**src/hw/converter_mode_test_config_regs.vh**
```
// Purpose: Offsets, fields, reset values of the converter mode/test registers
// Assumes: 8-bit registers addressed over the serial configuration port
// Notes:   Included by converter_mode_test_config_regs.v
`ifndef CONVERTER_MODE_TEST_CONFIG_REGS_VH
`define CONVERTER_MODE_TEST_CONFIG_REGS_VH

`define OFS_POWER_MODE_CONTROL       8'h08
`define OFS_CLOCK_STABILIZER_CONTROL 8'h09
`define OFS_TEST_OUTPUT_CONTROL      8'h0D
`define OFS_STAGED_SETTINGS_UPDATE   8'hFF
`define OFS_DEVICE_INDEX_2           8'h04
`define OFS_DEVICE_INDEX_1           8'h05

`define RST_POWER_MODE_CONTROL       8'h00
`define RST_CLOCK_STABILIZER_CONTROL 8'h01
`define RST_TEST_OUTPUT_CONTROL      8'h00
`define RST_STAGED_SETTINGS_UPDATE   8'h00
`define RST_DEVICE_INDEX             4'hF

`define PM_RUN                       3'h0
`define PM_POWER_DOWN                3'h1
`define PM_STANDBY                   3'h2
`define PM_RESET                     3'h3
`define PM_CONT_WAVE                 3'h4

`define TP_OFF                       4'h0
`define TP_MIDSCALE                  4'h1
`define TP_POS_FULL                  4'h2
`define TP_NEG_FULL                  4'h3
`define TP_CHECKER                   4'h4
`define TP_PRN_LONG                  4'h5
`define TP_PRN_SHORT                 4'h6
`define TP_WORD_TOGGLE               4'h7
`define TP_USER                      4'h8
`define TP_BIT_TOGGLE                4'h9
`define TP_ONE_BIT_HIGH              4'hB
`define TP_MIXED_FREQ                4'hC

`define TEST_PATTERN_LSB             0
`define TEST_PATTERN_MSB             3
`define TEST_SHORT_PRN_RST_BIT       4
`define TEST_LONG_PRN_RST_BIT        5
`define TEST_USER_MODE_LSB           6
`define TEST_USER_MODE_MSB           7

`define NUM_CHANNELS                 8

`endif

```
**src/hw/converter_mode_test_config_regs.v**
```verilog
// Purpose: Staged/active mode, stabilizer and test-output registers
// Assumes: Serial framing decoded elsewhere into addr/data/write strobe
// Notes:   Per-channel test settings steered by device-index bits
`include "converter_mode_test_config_regs.vh"

// Functional notes
// Commit bit copies staged values to active
// Update register resets to zero
// Power mode 000 is run, reset value
// 001 power-down, 010 standby
// 011 reset, 100 continuous wave operation
// Mode global; bits above field read zero
// Stabilizer bit 0, resets enabled, global
// User test mode two-bit encoding
// Long generator reset bit holds generator
// Short generator reset bit holds generator
// Pattern codes 0000 through 0100
// Pattern codes 0101 through 1000
// Pattern codes 1001, 1011, 1100
// Selected pattern replaces converter data output
// Test settings per channel, generators global
// Local writes only to indexed channels
// Commit bit clears itself after copy
// Host stages settings before commit
module converter_mode_test_config_regs
(
    // Clock and reset
    input  wire        i_clk,
    input  wire        i_nrst,
    // Register access from serial port decoder
    input  wire        i_wr,
    input  wire        i_rd,
    input  wire [7:0]  i_addr,
    input  wire [7:0]  i_wdata,
    output reg  [7:0]  o_rdata,
    // Active global settings
    output reg  [2:0]  o_power_mode,
    output wire        o_chip_run,
    output wire        o_powered_down,
    output wire        o_standby,
    output wire        o_soft_reset,
    output wire        o_continuous_wave_operation,
    output wire        o_time_gain_signal_path_off,
    output reg         o_duty_cycle_stabilizer,
    output reg         o_long_pseudo_random_generator_rst,
    output reg         o_short_pseudo_random_generator_rst,
    // Active per-channel test settings
    output reg  [31:0] o_test_pattern,
    output reg  [15:0] o_user_test_mode,
    output wire [7:0]  o_test_active
);

    // Staged copies
    reg  [2:0]  mode_q;
    reg         dcs_q;
    reg  [3:0]  idx_lo_q;
    reg  [3:0]  idx_hi_q;
    reg  [31:0] pat_q;
    reg  [15:0] utm_q;
    reg         lrst_q;
    reg         srst_q;
    reg         commit_q;
    // Next values, write decodes, readback
    wire [31:0] pat_d;
    wire [15:0] utm_d;
    wire [7:0]  chan_sel;
    wire        commit_wr;
    wire        wr_mode;
    wire        wr_clock;
    wire        wr_test;
    wire        wr_idx_hi;
    wire        wr_idx_lo;
    reg  [2:0]  rd_ch;
    reg  [7:0]  rdata_d;
    integer     k;

    function is_addr;
        input [7:0] a;
        input [7:0] ofs;
        begin
            is_addr = (a == ofs);
        end
    endfunction

    // Exact match of one three-bit mode code
    function is_mode;
        input [2:0] m;
        input [2:0] code;
        begin
            is_mode = (m == code);
        end
    endfunction

    assign chan_sel  = {idx_hi_q, idx_lo_q};
    assign wr_mode   = i_wr && is_addr(i_addr, `OFS_POWER_MODE_CONTROL);
    assign wr_clock  = i_wr && is_addr(i_addr, `OFS_CLOCK_STABILIZER_CONTROL);
    assign wr_test   = i_wr && is_addr(i_addr, `OFS_TEST_OUTPUT_CONTROL);
    assign wr_idx_hi = i_wr && is_addr(i_addr, `OFS_DEVICE_INDEX_2);
    assign wr_idx_lo = i_wr && is_addr(i_addr, `OFS_DEVICE_INDEX_1);
    assign commit_wr = i_wr && is_addr(i_addr, `OFS_STAGED_SETTINGS_UPDATE) && i_wdata[0];

    // Staged power mode, global to all channels
    always @(posedge i_clk)
    begin
        if (!i_nrst)
        begin
            mode_q <= `PM_RUN;
        end
        else if (wr_mode)
        begin
            // Bits 7:3 are dropped, so they always read back as zero
            mode_q <= i_wdata[2:0];
        end
    end

    // Stabilizer enable, global; comes out of reset on
    always @(posedge i_clk)
    begin
        if (!i_nrst)
        begin
            dcs_q <= 1'b1;
        end
        else if (wr_clock)
        begin
            dcs_q <= i_wdata[0];
        end
    end

    // Generator resets are chip-wide, so index bits do not gate them
    always @(posedge i_clk)
    begin
        if (!i_nrst)
        begin
            lrst_q <= 1'b0;
            srst_q <= 1'b0;
        end
        else if (wr_test)
        begin
            lrst_q <= i_wdata[`TEST_LONG_PRN_RST_BIT];
            srst_q <= i_wdata[`TEST_SHORT_PRN_RST_BIT];
        end
    end

    // Channel index, all channels selected after reset
    always @(posedge i_clk)
    begin
        if (!i_nrst)
        begin
            idx_hi_q <= `RST_DEVICE_INDEX;
            idx_lo_q <= `RST_DEVICE_INDEX;
        end
        else
        begin
            if (wr_idx_hi)
            begin
                idx_hi_q <= i_wdata[3:0];
            end
            if (wr_idx_lo)
            begin
                idx_lo_q <= i_wdata[3:0];
            end
        end
    end

    // Commit flag lives one cycle: copy happens, then it clears
    always @(posedge i_clk)
    begin
        if (!i_nrst)
        begin
            commit_q <= 1'b0;
        end
        else
        begin
            commit_q <= commit_wr;
        end
    end

    // Per-channel next values; one driver per bit keeps channels apart
    genvar ch;
    generate
        for (ch = 0; ch < `NUM_CHANNELS; ch = ch + 1)
        begin : g_chan
            assign pat_d[ch*4 +: 4] = (wr_test && chan_sel[ch])
                                    ? i_wdata[`TEST_PATTERN_MSB:`TEST_PATTERN_LSB]
                                    : pat_q[ch*4 +: 4];
            assign utm_d[ch*2 +: 2] = (wr_test && chan_sel[ch])
                                    ? i_wdata[`TEST_USER_MODE_MSB:`TEST_USER_MODE_LSB]
                                    : utm_q[ch*2 +: 2];
            // Any nonzero code replaces converter samples
            assign o_test_active[ch] = (o_test_pattern[ch*4 +: 4] != `TP_OFF);
        end
    endgenerate

    // Staged per-channel settings
    always @(posedge i_clk)
    begin
        if (!i_nrst)
        begin
            pat_q <= {`NUM_CHANNELS{`TP_OFF}};
            utm_q <= 16'h0000;
        end
        else
        begin
            pat_q <= pat_d;
            utm_q <= utm_d;
        end
    end

    // Active per-channel copy moves only on commit
    always @(posedge i_clk)
    begin
        if (!i_nrst)
        begin
            o_test_pattern   <= {`NUM_CHANNELS{`TP_OFF}};
            o_user_test_mode <= 16'h0000;
        end
        else if (commit_q)
        begin
            o_test_pattern   <= pat_q;
            o_user_test_mode <= utm_q;
        end
    end

    // Active global copy
    always @(posedge i_clk)
    begin
        if (!i_nrst)
        begin
            o_power_mode                        <= `PM_RUN;
            o_duty_cycle_stabilizer             <= 1'b1;
            o_long_pseudo_random_generator_rst  <= 1'b0;
            o_short_pseudo_random_generator_rst <= 1'b0;
        end
        else if (commit_q)
        begin
            o_power_mode                        <= mode_q;
            o_duty_cycle_stabilizer             <= dcs_q;
            o_long_pseudo_random_generator_rst  <= lrst_q;
            o_short_pseudo_random_generator_rst <= srst_q;
        end
    end

    // Undefined mode codes decode to nothing: safest is no action
    assign o_chip_run                  = is_mode(o_power_mode, `PM_RUN);
    assign o_powered_down              = is_mode(o_power_mode, `PM_POWER_DOWN);
    assign o_standby                   = is_mode(o_power_mode, `PM_STANDBY);
    assign o_soft_reset                = is_mode(o_power_mode, `PM_RESET);
    assign o_continuous_wave_operation = is_mode(o_power_mode, `PM_CONT_WAVE);
    // Full power-down also leaves the gain path unpowered
    assign o_time_gain_signal_path_off = o_continuous_wave_operation || o_powered_down;

    // Test register reads lowest indexed channel; none selected shows channel 0
    always @*
    begin
        rd_ch = 3'h0;
        for (k = `NUM_CHANNELS - 1; k >= 0; k = k - 1)
        begin
            if (chan_sel[k])
            begin
                rd_ch = k[2:0];
            end
        end
    end

    // Reads return staged values, not the active copy
    always @*
    begin
        rdata_d = 8'h00;
        if (is_addr(i_addr, `OFS_POWER_MODE_CONTROL))
        begin
            rdata_d = {5'h00, mode_q};
        end
        else if (is_addr(i_addr, `OFS_CLOCK_STABILIZER_CONTROL))
        begin
            rdata_d = {7'h00, dcs_q};
        end
        else if (is_addr(i_addr, `OFS_TEST_OUTPUT_CONTROL))
        begin
            rdata_d = {utm_q[rd_ch*2 +: 2], lrst_q, srst_q, pat_q[rd_ch*4 +: 4]};
        end
        else if (is_addr(i_addr, `OFS_STAGED_SETTINGS_UPDATE))
        begin
            rdata_d = {7'h00, commit_q};
        end
        else if (is_addr(i_addr, `OFS_DEVICE_INDEX_2))
        begin
            rdata_d = {4'h0, idx_hi_q};
        end
        else if (is_addr(i_addr, `OFS_DEVICE_INDEX_1))
        begin
            rdata_d = {4'h0, idx_lo_q};
        end
        else
        begin
            // Unmapped addresses read as zero
            rdata_d = 8'h00;
        end
    end

    // Read data holds until the next read strobe
    always @(posedge i_clk)
    begin
        if (!i_nrst)
        begin
            o_rdata <= 8'h00;
        end
        else if (i_rd)
        begin
            o_rdata <= rdata_d;
        end
    end

endmodule // converter_mode_test_config_regs

```
**config.mk**
```make
export PLATFORM = sky130hd
export DESIGN_NAME = converter_mode_test_config_regs
export DESIGN_NICKNAME = d
export VERILOG_FILES = /design/src/hw/converter_mode_test_config_regs.v
export VERILOG_INCLUDE_DIRS = /design/src /design/src/hw
export SDC_FILE = /design/constraint.sdc
export NUM_CORES = 1
export LEC_CHECK = 0
export BUFFER_PORTS_ARGS = -buffer_cell sky130_fd_sc_hd__buf_4
export CAP_MARGIN = 30
export CORE_MARGIN = 2
export CORE_UTILIZATION = 45
export DETAILED_ROUTE_END_ITERATION = 12
export PLACE_DENSITY = 0.75
export RECOVER_POWER = 100
export REMOVE_ABC_BUFFERS = 1
export SYNTH_ARGS = -nofsm -noshare
export SYNTH_HDL_FRONTEND = slang
export SYNTH_SLANG_ARGS = --single-unit
```
**constraint.sdc**
```tcl
create_clock -name i_clk -period 4.6 [get_ports i_clk]
set_clock_uncertainty 0.2 [all_clocks]
set_input_delay 0.46 -clock i_clk [delete_from_list [all_inputs] [get_ports i_clk]]
set_output_delay 0.46 -clock i_clk [all_outputs]
set_load 0.01 [all_outputs]
```
* Yosys cells after proc, flatten, opt, wreduce, memory -nomap -nowiden *
Cells that the tools add are included.

word-level totals
  register bits after elaboration = 125
  input bits = 20
  output and inout port bits = 76
  logic and storage cells = 81

operators by class
  equality and inequality tests = 10
  shift-type cells = 2
  mux-type cells = 14
  reduce and logical (&&, ||, !) cells = 25

operator list
  kind                                                              count
  4-bit nonzero test                                                8
  32-bit by 6-bit variable part select with 4-bit output            1
  8-bit by 4-bit == test with 1-bit output (second input constant)  3
  3-bit two-way mux                                                 8
  8-bit two-way mux                                                 3
  8-bit by 3-bit == test with 1-bit output (second input constant)  2
  16-bit by 5-bit variable part select with 2-bit output            1
  1-bit logical AND                                                 15
  4-bit two-way mux                                                 3
  8-bit == test (second input constant)                             1
  3-bit by 2-bit == test with 1-bit output (second input constant)  2
  3-bit by 1-bit == test with 1-bit output (second input constant)  1
  3-bit == test (second input constant)                             1
  3-bit logical NOT                                                 1
  1-bit logical OR                                                  1

* Longest topological paths before layout *
Gate-level depths: netlist of the first run.

  depth in word-level cells = 12
  gate-level depth with buffers = 9

* Least setup slack after synthesis of the first run *
No wires, ideal clock.

  path type = in2reg
  start = in i_addr[5]
  end = reg idx_lo_q[2]
  library setup time = 0.129 ns
  arrival time = 1.870 ns
  data required time = 4.271 ns
  setup slack = 2.400 ns
  stages on the path = 6
  cells stage by stage = or4_4 -> nor3b_2 -> buf_2 -> nand4b_1 -> o21ai_0 -> nand2_1

between the ends
  cells in the longest elaborated chain, start to end = 2

ends and longest elaborated chain
  item                                      line                                   text
  from (decl)                               converter_mode_test_config_regs.v:33   input wire [7:0] i_addr,
  8-bit by 3-bit == test with 1-bit output  converter_mode_test_config_regs.v:81   is_addr = (a == ofs);
  1-bit logical AND                         converter_mode_test_config_regs.v:99   assign wr_idx_lo = i_wr && is_addr(i_addr, `OFS_DEVICE_INDEX_1);
  to (signal assigned)                      converter_mode_test_config_regs.v:150  idx_lo_q <= `RST_DEVICE_INDEX;
  to (signal assigned)                      converter_mode_test_config_regs.v:160  idx_lo_q <= i_wdata[3:0];
  to (decl)                                 converter_mode_test_config_regs.v:56   reg [3:0] idx_lo_q;

Every way passes these cells.
A chain may end at the register's enable or synchronous reset.

==> reports/results.tsv, run 1 <==
metric	value	unit
status	finished, violations left	
failing checks	max-capacitance violations, max-slew violations	
TritonCTS clock tree	built	
Max Cap Violations	1	
Critical Path RT	4.70	ns
finished layout cell area	6630	µm²
ys async rst share	0	
All-Layer GR Usage	0.229	
Synth area leaders	dfxtp_1 44%, mux2i_1 14%, nor2b_1 7.1%	
Clock Latency Late Sink	0.42	ns
Sink Count	125	
synthesis warning total	0	
fin crit period	3.64	ns
Worst slew margin	-0.400	
Post-CTS Setup Inserts	0	
fmax	274	MHz
sequential share of the synthesized area	0.445	
Final Wtd Congestion	0.930	
final setup TNS	0	ns
Hold Path Class	input pin to flop	
Via Count	4718	
clock buffer depth	2	
clock-pin slew on the worst setup and hold paths	0.05	ns
final core occ	0.547	
fillers	1173	
Post-synth EDFFs	0	
flops & latches, synth	125	
area growth from synthesis to layout	17.9	%
critical path class	flop to flop	
htree depth	4	
routed vias/inst	5.47	
Synth top area share	0.445	
RSZ-0062 raised after global routing	false	
Placement Cell Area	6360	µm²
drt total wl	14.6	mm
Nets	702	
Static Leak	2.26	nW
initial antenna violation count	0	
DP HPWL	9.99	mm
clock root buffer	clkbuf_16	
CP Capture Type	flop	
crit share post-route	0.792	
Syn Std Cell Area	5620	µm²
CTS resizes	0	
Startpoint Class	flop	
global-route wire length before repair	23.5	mm
clock buffer count from CTS	17	
PwrDens	373	nW/µm²
Syn Area/Cell	9.19	µm²
worst-path maximum fanout	29	
Hold Buf Count CTS	0	
endpoints failing hold	0	
layout cells sized above 1	0.0879	
antenna viol nets, final	0	
die height	116	µm
Die ar.	13400	µm²
post-synth cell types	50	
Post-synth top flop	dfxtp_1	
Die Wd	116	µm
CP arrival	3.74	ns
Max VDD drop	0.203	mV
1st-iter DRT viols	349	
port bufs	95	
Row Count	40	
I/O pin total	96	
PnR worst setup slack	0.955	ns
Worst-Margin Slew	2.10	ns
DRC violation count after routing	0	
vias in the first global route	4483	
final setup fails	0	
total gr overflow	0	
core area	12100	µm²
DRT Pass-1 Iters	6	
top-count cell post-synth	dfxtp_1	
Synth top cells by count	125 x dfxtp_1, 86 x nand2_1, 76 x mux2i_1	
drt wl/cell	16.9	µm
Pins Over Slew Limit	30	
top cell type by total area after synthesis	dfxtp_1	
ant diodes	0	
pre-CTS WS	1.20	ns
pin count of the biggest net entering global routing	77	
Cells after Synth	612	
Starting Density	0.464	
## flip-flops by register name, indices dropped and copies added, names as in the netlist, 3 cells and up
name              cells
idx_lo_q              4
o_test_pattern       32
o_rdata               8
mode_q                3
pat_q                32
o_power_mode          3
idx_hi_q              4
o_user_test_mode     16
utm_q                16
## path summary, 6_finish.rpt
check,end,slack (ns),startpoint,cells past startpoint
setup / recovery,o_user_test_mode[1],0.96,commit_q,3
hold / removal,lrst_q,0.12,i_wdata[5],3
setup reg to reg,o_user_test_mode[1],0.96,commit_q,3
hold reg to reg,o_duty_cycle_stabilizer,0.27,o_duty_cycle_stabilizer,2
## cell type report
type / count / area, µm² / share of cell area
Clock buffer: 25 / 505 / 0.0762
Clock inverter: 6 / 82.6 / 0.0125
Inverter: 7 / 26.3 / 0.00396
Multi-Input combinational cell: 432 / 2860 / 0.431
Sequential cell: 125 / 2500 / 0.377
Tap cell: 168 / 210 / 0.0317
Timing Repair Buffer: 99 / 447 / 0.0674
## cell families after synthesis
family | count (synthesis) | share of synthesized area
simple gates | 252 | 0.232
compound gates | 97 | 0.126
mux | 83 | 0.153
buf+inv | 55 | 0.0436
flops | 125 | 0.445
## cell usage in the layout (no fill, tap or decap), types with 4 or more instances in the layout
cell / count
or4_1: 9
buf_4: 19
a31oi_1: 4
clkbuf_8: 5
o31ai_1: 4
a21oi_1: 7
nor3b_1: 5
clkbuf_16: 17
mux2i_1: 76
clkbuf_1: 82
nand2_1: 86
a21boi_0: 48
inv_1: 7
nor2b_1: 64
dfxtp_1: 125
nand3_1: 55
nor2_1: 11
o21ai_0: 10
## report_power, final
group / leakage (nW) / internal, W / total [W] / switching, W
Combinational: 0.967 / 0.0000298 / 0.0000704 / 0.0000406
Sequential: 1.01 / 0.00109 / 0.00109 / 0.00000194
Clock: 0.289 / 0.000862 / 0.00131 / 0.000453
Total: 2.26 / 0.00198 / 0.00247 / 0.000495
## critical path, cell delays in order (launching register included)
cell	delay [ns]
dfxtp_1	1.30
clkbuf_1	1.57
mux2i_1	0.34
nor2b_1	0.08
## through the flow
step	instances	total power, W	hold slack (ns)
after detailed placement	831	0.00118	0.269
after global placement	831	0.00118	0.261
after CTS	862	0.00249	0.110
final	862	0.00247	0.116
after global routing	862	0.00254	0.110
after floorplan	564	0.00113	0.244
## layer usage
layer,track usage,wire length (µm),up-vias
met2,0.377,6860,181
met4,0.0952,322,0
met1,0.295,6500,2228
li1,-,-,2277
met5,0,0,-
met3,0.0471,915,32
Power figures use the tool's default switching activity.
==> run 2, diff against run 1 <==
--- a/config.mk
+++ b/config.mk
@@ -6,12 +6,13 @@
 export SDC_FILE = /design/constraint.sdc
 export NUM_CORES = 1
 export LEC_CHECK = 0
+export ABC_AREA = 1
 export BUFFER_PORTS_ARGS = -buffer_cell sky130_fd_sc_hd__buf_4
 export CAP_MARGIN = 30
 export CORE_MARGIN = 2
 export CORE_UTILIZATION = 45
 export DETAILED_ROUTE_END_ITERATION = 12
-export PLACE_DENSITY = 0.75
+export PLACE_DENSITY = 0.78
 export RECOVER_POWER = 100
 export REMOVE_ABC_BUFFERS = 1
 export SYNTH_ARGS = -nofsm -noshare
==> constraint.sdc (replaced) <==
create_clock -name i_clk -period 3.3 [get_ports i_clk]
set_clock_uncertainty 0.2 [all_clocks]
set_input_delay 0.33 -clock i_clk [delete_from_list [all_inputs] [get_ports i_clk]]
set_output_delay 0.33 -clock i_clk [all_outputs]
set_load 0.01 [all_outputs]
==> run 2 against run 1 <==
Net effect: the run now ends clean; cell count is 3.6% higher; count of clock-buffer cells in the layout is 6 lower; sequential power is 39% higher; global-route usage hardly changed; largest power group unchanged; critical path type unchanged; hold slack worse by 0.10 ns; sequential share of layout area is 3.2 points higher; via count is 2.5% higher; first-iteration DRC count is 6.6% lower.
==> reports/results.tsv, run 2 <==
metric	value	unit
Sequential Power Share	0.438	
Die Wd	111	µm
routed vias/inst	5.42	
I/O pin total	96	
Synth top cells by count	125 x dfxtp_1, 112 x a21oi_1, 104 x o21ai_0	
layout cells sized above 1	0.0784	
commonest non-fill, non-tap cell in the layout	dfxtp_1	
Worst-Margin Slew	1.25	ns
clock-pin slew on the worst setup and hold paths	0.06	ns
clock buffer count from CTS	17	
crit share post-route	0.805	
post-synth cell types	33	
CTS resizes	0	
Sink Count	125	
global-route wire length before repair	22.8	mm
CP Capture Type	flop	
commonest cells after routing, fill and taps aside	125 x dfxtp_1, 113 x a21oi_1, 107 x o21ai_0	
fillers	1054	
fmax	376	MHz
fin crit period	2.66	ns
total power	0.00346	W
core area	11000	µm²
top-count cell post-synth	dfxtp_1	
area growth from synthesis to layout	19.4	%
Hold Path Class	input pin to flop	
flops & latches, synth	125	
Startpoint Class	flop	
PwrDens	566	nW/µm²
Via Count	4837	
final setup TNS	0	ns
final setup fails	0	
Internal	0.00274	W
Synth top area share	0.488	
RSZ-0062 raised after global routing	false	
final core occ	0.557	
DRC violation count after routing	0	
initial antenna violation count	0	
endpoints failing hold	0	
Cells after Synth	664	
top cell type by total area after synthesis	dfxtp_1	
CP arrival	2.76	ns
Nets	761	
status	finished, final reports clean	
Clock Latency Late Sink	0.41	ns
Worst slew margin	0.166	
Critical Path RT	3.40	ns
Clock Power Share	0.535	
Cells after DPL	860	
pin count of the biggest net entering global routing	75	
Max VDD drop	0.269	mV
finished layout cell area	6120	µm²
Syn Std Cell Area	5120	µm²
TritonCTS clock tree	built	
sequential share of the synthesized area	0.488	
Hold Buf Count CTS	2	
vias in the first global route	4681	
Post-CTS Setup Inserts	0	
antenna viol nets, final	0	
Placement Cell Area	5830	µm²
Final Wtd Congestion	0.867	
NetSw	0.000724	W
All-Layer GR Usage	0.229	
Largest regs	o_test_pattern (32), pat_q (32)	
htree depth	4	
DP HPWL	9.53	mm
1st-iter DRT viols	326	
synthesis warning total	0	
ant diodes	0	
Comb pwr share	0.027	
Row Count	38	
die height	111	µm
Register Area	2500	µm²
Post-synth top flop	dfxtp_1	
worst-path maximum fanout	14	
Syn Area/Cell	7.72	µm²
ys async rst share	0	
clock root buffer	clkbuf_16	
critical path class	flop to flop	
total gr overflow	0	
Max Cap Violations	0	
port bufs	95	
Final Non-Filler Cells	893	
Static Leak	2.34	nW
Starting Density	0.467	
Synth area leaders	dfxtp_1 49%, a21oi_1 11%, o21ai_0 10%	
Die ar.	12300	µm²
DRT Pass-1 Iters	5	
drt wl/cell	15.7	µm
switch share	0.209	
Pins Over Slew Limit	0	
Post-synth EDFFs	0	
drt total wl	14.0	mm
clock buffer depth	2	
footprint of the multi-input gates	2100	µm²
## run 2: final timing paths
check	startpoint	to	slack (ns)	depth (start not counted)
worst min register to register	o_duty_cycle_stabilizer	o_duty_cycle_stabilizer	0.27	2
worst max-delay path	idx_hi_q[2]	o_rdata[1]	0.64	11
worst max register to register	idx_hi_q[2]	o_rdata[1]	0.64	11
worst min-delay path	i_rd	o_rdata[3]	0.01	3
## run 2: final cells by class
cell class,instances,area share
clock buffer,19,0.0724
multi-input combinational,422,0.343
clock inverter,12,0.0239
tap,140,0.0286
sequential,125,0.409
timing repair buffer,99,0.0767
inverter,76,0.0466
## run 2: worst max-delay path: stages, from the launching register on
cell and delay, ns:
dfxtp_1 0.40, inv_2 0.08, nand2_1 0.11, nand3_1 0.09
a21oi_1 0.59, inv_2 0.31, a21oi_1 0.20, o21ai_0 0.19
nand3_1 0.12, nand3_1 0.08, nand2_1 0.11, a21oi_2 0.06
## run 2: power by group through the flow
stage               clock, W  sequential [W]  combinational (W)
floorplan                  0         0.00155          0.0000321
global placement           0         0.00155          0.0000911
global route         0.00195         0.00151           0.000104
detailed placement         0         0.00155          0.0000928
CTS                  0.00187         0.00152          0.0000956
finish               0.00185         0.00152          0.0000948
## run 2: kinds of logic after synthesis
logic type | Yosys count | share of synthesized area
AOI/OAI and AO/OA | 247 | 0.256
and+or+nand+nor | 175 | 0.159
DFF | 125 | 0.488
buffers and inverters | 117 | 0.0965
## run 2: stage by stage
stage	hold WS, ns	worst slack, ns
global route	0.0245	0.521
detailed placement	0.259	0.947
finish	0.0119	0.642
CTS	0.00798	1.13
floorplan	0.209	0.581
global placement	0.260	1.02
## run 2: metal layers
layer	vias to the layer above	routed length, µm	global-route usage
met5	-	0	0
met4	0	287	0.0800
met3	24	809	0.0547
met2	167	6850	0.389
met1	2237	6100	0.286
li1	2409	-	-
==> run 3, diff against run 2 <==
--- a/config.mk
+++ b/config.mk
@@ -12,7 +12,7 @@
 export CORE_MARGIN = 2
 export CORE_UTILIZATION = 45
 export DETAILED_ROUTE_END_ITERATION = 12
-export PLACE_DENSITY = 0.78
+export PLACE_DENSITY = 0.76
 export RECOVER_POWER = 100
 export REMOVE_ABC_BUFFERS = 1
 export SYNTH_ARGS = -nofsm -noshare
==> constraint.sdc (replaced) <==
create_clock -name i_clk -period 2.62 [get_ports i_clk]
set_clock_uncertainty 0.2 [all_clocks]
set_input_delay 0.262 -clock i_clk [delete_from_list [all_inputs] [get_ports i_clk]]
set_output_delay 0.262 -clock i_clk [all_outputs]
set_load 0.01 [all_outputs]
==> run 3 against run 2 <==
Net effect: non-clock buffer count rose by 8; cell count is 1.0% higher; sequential share of layout area decreased by 0.85 points; combinational power increased by 33%; via count rose by 1.6%; count of clock-buffer cells in the layout is 1 lower; power up 31%; global-route usage down 0.21 points; register-to-register slack got worse by 0.22 ns; design area up 2.1%; fmax up 21%; critical path depth rose by 2; critical endpoint is now o_rdata[7]; highest routed layer unchanged.
==> reports/results.tsv, run 3 (synthesized netlist as in run 2, its figures left out) <==
metric	value	unit
Starting Density	0.467	
clock buffer count from CTS	17	
endpoints failing hold	0	
Comb pwr share	0.028	
Register Area	2500	µm²
core area	11000	µm²
R2R setup slack	0.42	ns
Worst-Margin Slew	0.681	ns
Hold Path Class	input pin to flop	
Die ar.	12300	µm²
NetSw	0.000958	W
clock buffer depth	2	
Startpoint Class	flop	
routed vias/inst	5.45	
PwrDens	724	nW/µm²
total gr overflow	0	
Placement Cell Area	5870	µm²
clock root buffer	clkbuf_16	
Nets	769	
clock-pin slew on the worst setup and hold paths	0.05	ns
TritonCTS clock tree	built	
Max VDD drop	0.342	mV
area growth from synthesis to layout	21.9	%
hold slack	0.0200	ns
layout cells sized above 1	0.0866	
Worst slew margin	0.546	
Max Cap Violations	0	
footprint of the multi-input gates	2110	µm²
die height	111	µm
Critical Path RT	2.76	ns
fin crit period	2.20	ns
RSZ-0062 raised after global routing	false	
pin count of the biggest net entering global routing	79	
Final Wtd Congestion	0.842	
All-Layer GR Usage	0.227	
critical path class	flop to flop	
worst-path maximum fanout	37	
port bufs	95	
Via Count	4915	
worst reg2reg path depth	13	
Die Wd	111	µm
ant diodes	0	
CP arrival	2.33	ns
global-route wire length before repair	22.4	mm
Clock Latency Late Sink	0.42	ns
Internal	0.00357	W
drt total wl	14.0	mm
1st-iter DRT viols	318	
commonest non-fill, non-tap cell in the layout	dfxtp_1	
commonest cells after routing, fill and taps aside	125 x dfxtp_1, 114 x a21oi_1, 107 x o21ai_0	
final setup fails	0	
antenna viol nets, final	0	
htree depth	4	
crit share post-route	0.838	
finished layout cell area	6250	µm²
initial antenna violation count	0	
Sink Count	125	
DRC violation count after routing	0	
Static Leak	2.39	nW
Sequential Power Share	0.422	
CTS resizes	0	
Clock Power Share	0.550	
I/O pin total	96	
DRT Pass-1 Iters	5	
drt wl/cell	15.5	µm
fillers	1067	
Hold Path Depth	3	
fmax	455	MHz
Pins Over Slew Limit	0	
vias in the first global route	4625	
Row Count	38	
Largest regs	o_test_pattern (32), pat_q (32)	
DP HPWL	9.53	mm
switch share	0.212	
CP Capture Type	flop	
status	finished, final reports clean	
-- run 3: changes by cell type in the layout (fill, tap and decap cells not counted), sizes merged --
cell         previous run  this run
dlygate4sd3             2         7
buf                    18        21
clkinv                  7         5
inv                    75        77
bufinv                  3         4
clkbuf                 98        97
clkinvlp                3         4
-- run 3: cell type report --
| cell class | instances | share of cell area |
|---|---|---|
| clock buffer | 18 | 0.0703 |
| tap | 140 | 0.0280 |
| inverter | 76 | 0.0457 |
| sequential | 125 | 0.401 |
| multi-input combinational | 422 | 0.338 |
| timing repair buffer | 107 | 0.0871 |
| clock inverter | 14 | 0.0306 |
-- run 3: repair_timing --
item / 4_1_cts / 5_1_grt
setup buffers: 0 / 0
endpoints found under the hold margin: 9 / 0
hold buffers: 7 / 0
-- run 3: path summary, 6_finish.rpt --
check | start | to
setup / recovery | idx_hi_q[2] | o_rdata[7]
hold / removal | i_wdata[2] | idx_lo_q[2]
setup reg to reg | idx_hi_q[2] | o_rdata[7]
hold reg to reg | o_duty_cycle_stabilizer | o_duty_cycle_stabilizer
-- run 3: metal layers --
metal	share of wire	GRT usage	wire, µm	vias up
li1	-	-	-	2433
met1	0.44	0.283	6200	2307
met2	0.49	0.380	6820	149
met3	0.046	0.0558	649	26
met4	0.021	0.0883	291	0
met5	0	0	0	-
-- run 3: power by group through the flow --
stage	clock network (W)	logic, W	registers [W]
6_report	0.00249	0.000126	0.00191
3_5_place_dp	0	0.000120	0.00195
2_1_floorplan	0	0.0000404	0.00195
3_3_place_gp	0	0.000118	0.00195
5_1_grt	0.00259	0.000139	0.00191
4_1_cts	0.00252	0.000128	0.00191
-- run 3: metrics by stage --
| step | cells | setup slack (ns) | power (W) | TNS [ns] | utilization |
|---|---|---|---|---|---|
| 2_1_floorplan | 623 | -0.0991 | 0.00199 | -0.228 | - |
| 3_3_place_gp | 863 | 0.412 | 0.00207 | 0 | 0.534 |
| 3_5_place_dp | 863 | 0.359 | 0.00207 | 0 | 0.534 |
| 4_1_cts | 902 | 0.447 | 0.00455 | 0 | 0.598 |
| 5_1_grt | 902 | 0.184 | 0.00464 | 0 | 0.569 |
| 6_report | 902 | 0.425 | 0.00452 | 0 | 0.569 |
-- run 3: worst max-delay path: stages (launching register included) --
cell	delay [ns]
dfxtp_1	0.33
inv_1	0.12
nand2_1	0.07
nand2_1	0.06
nand2_1	0.05
nand2_1	0.06
nand2_1	0.08
nand2_4	0.16
nand2_8	0.18
o21ai_0	0.34
nand2_1	0.11
nand2_1	0.10
nand3_1	0.10
a21oi_1	0.15
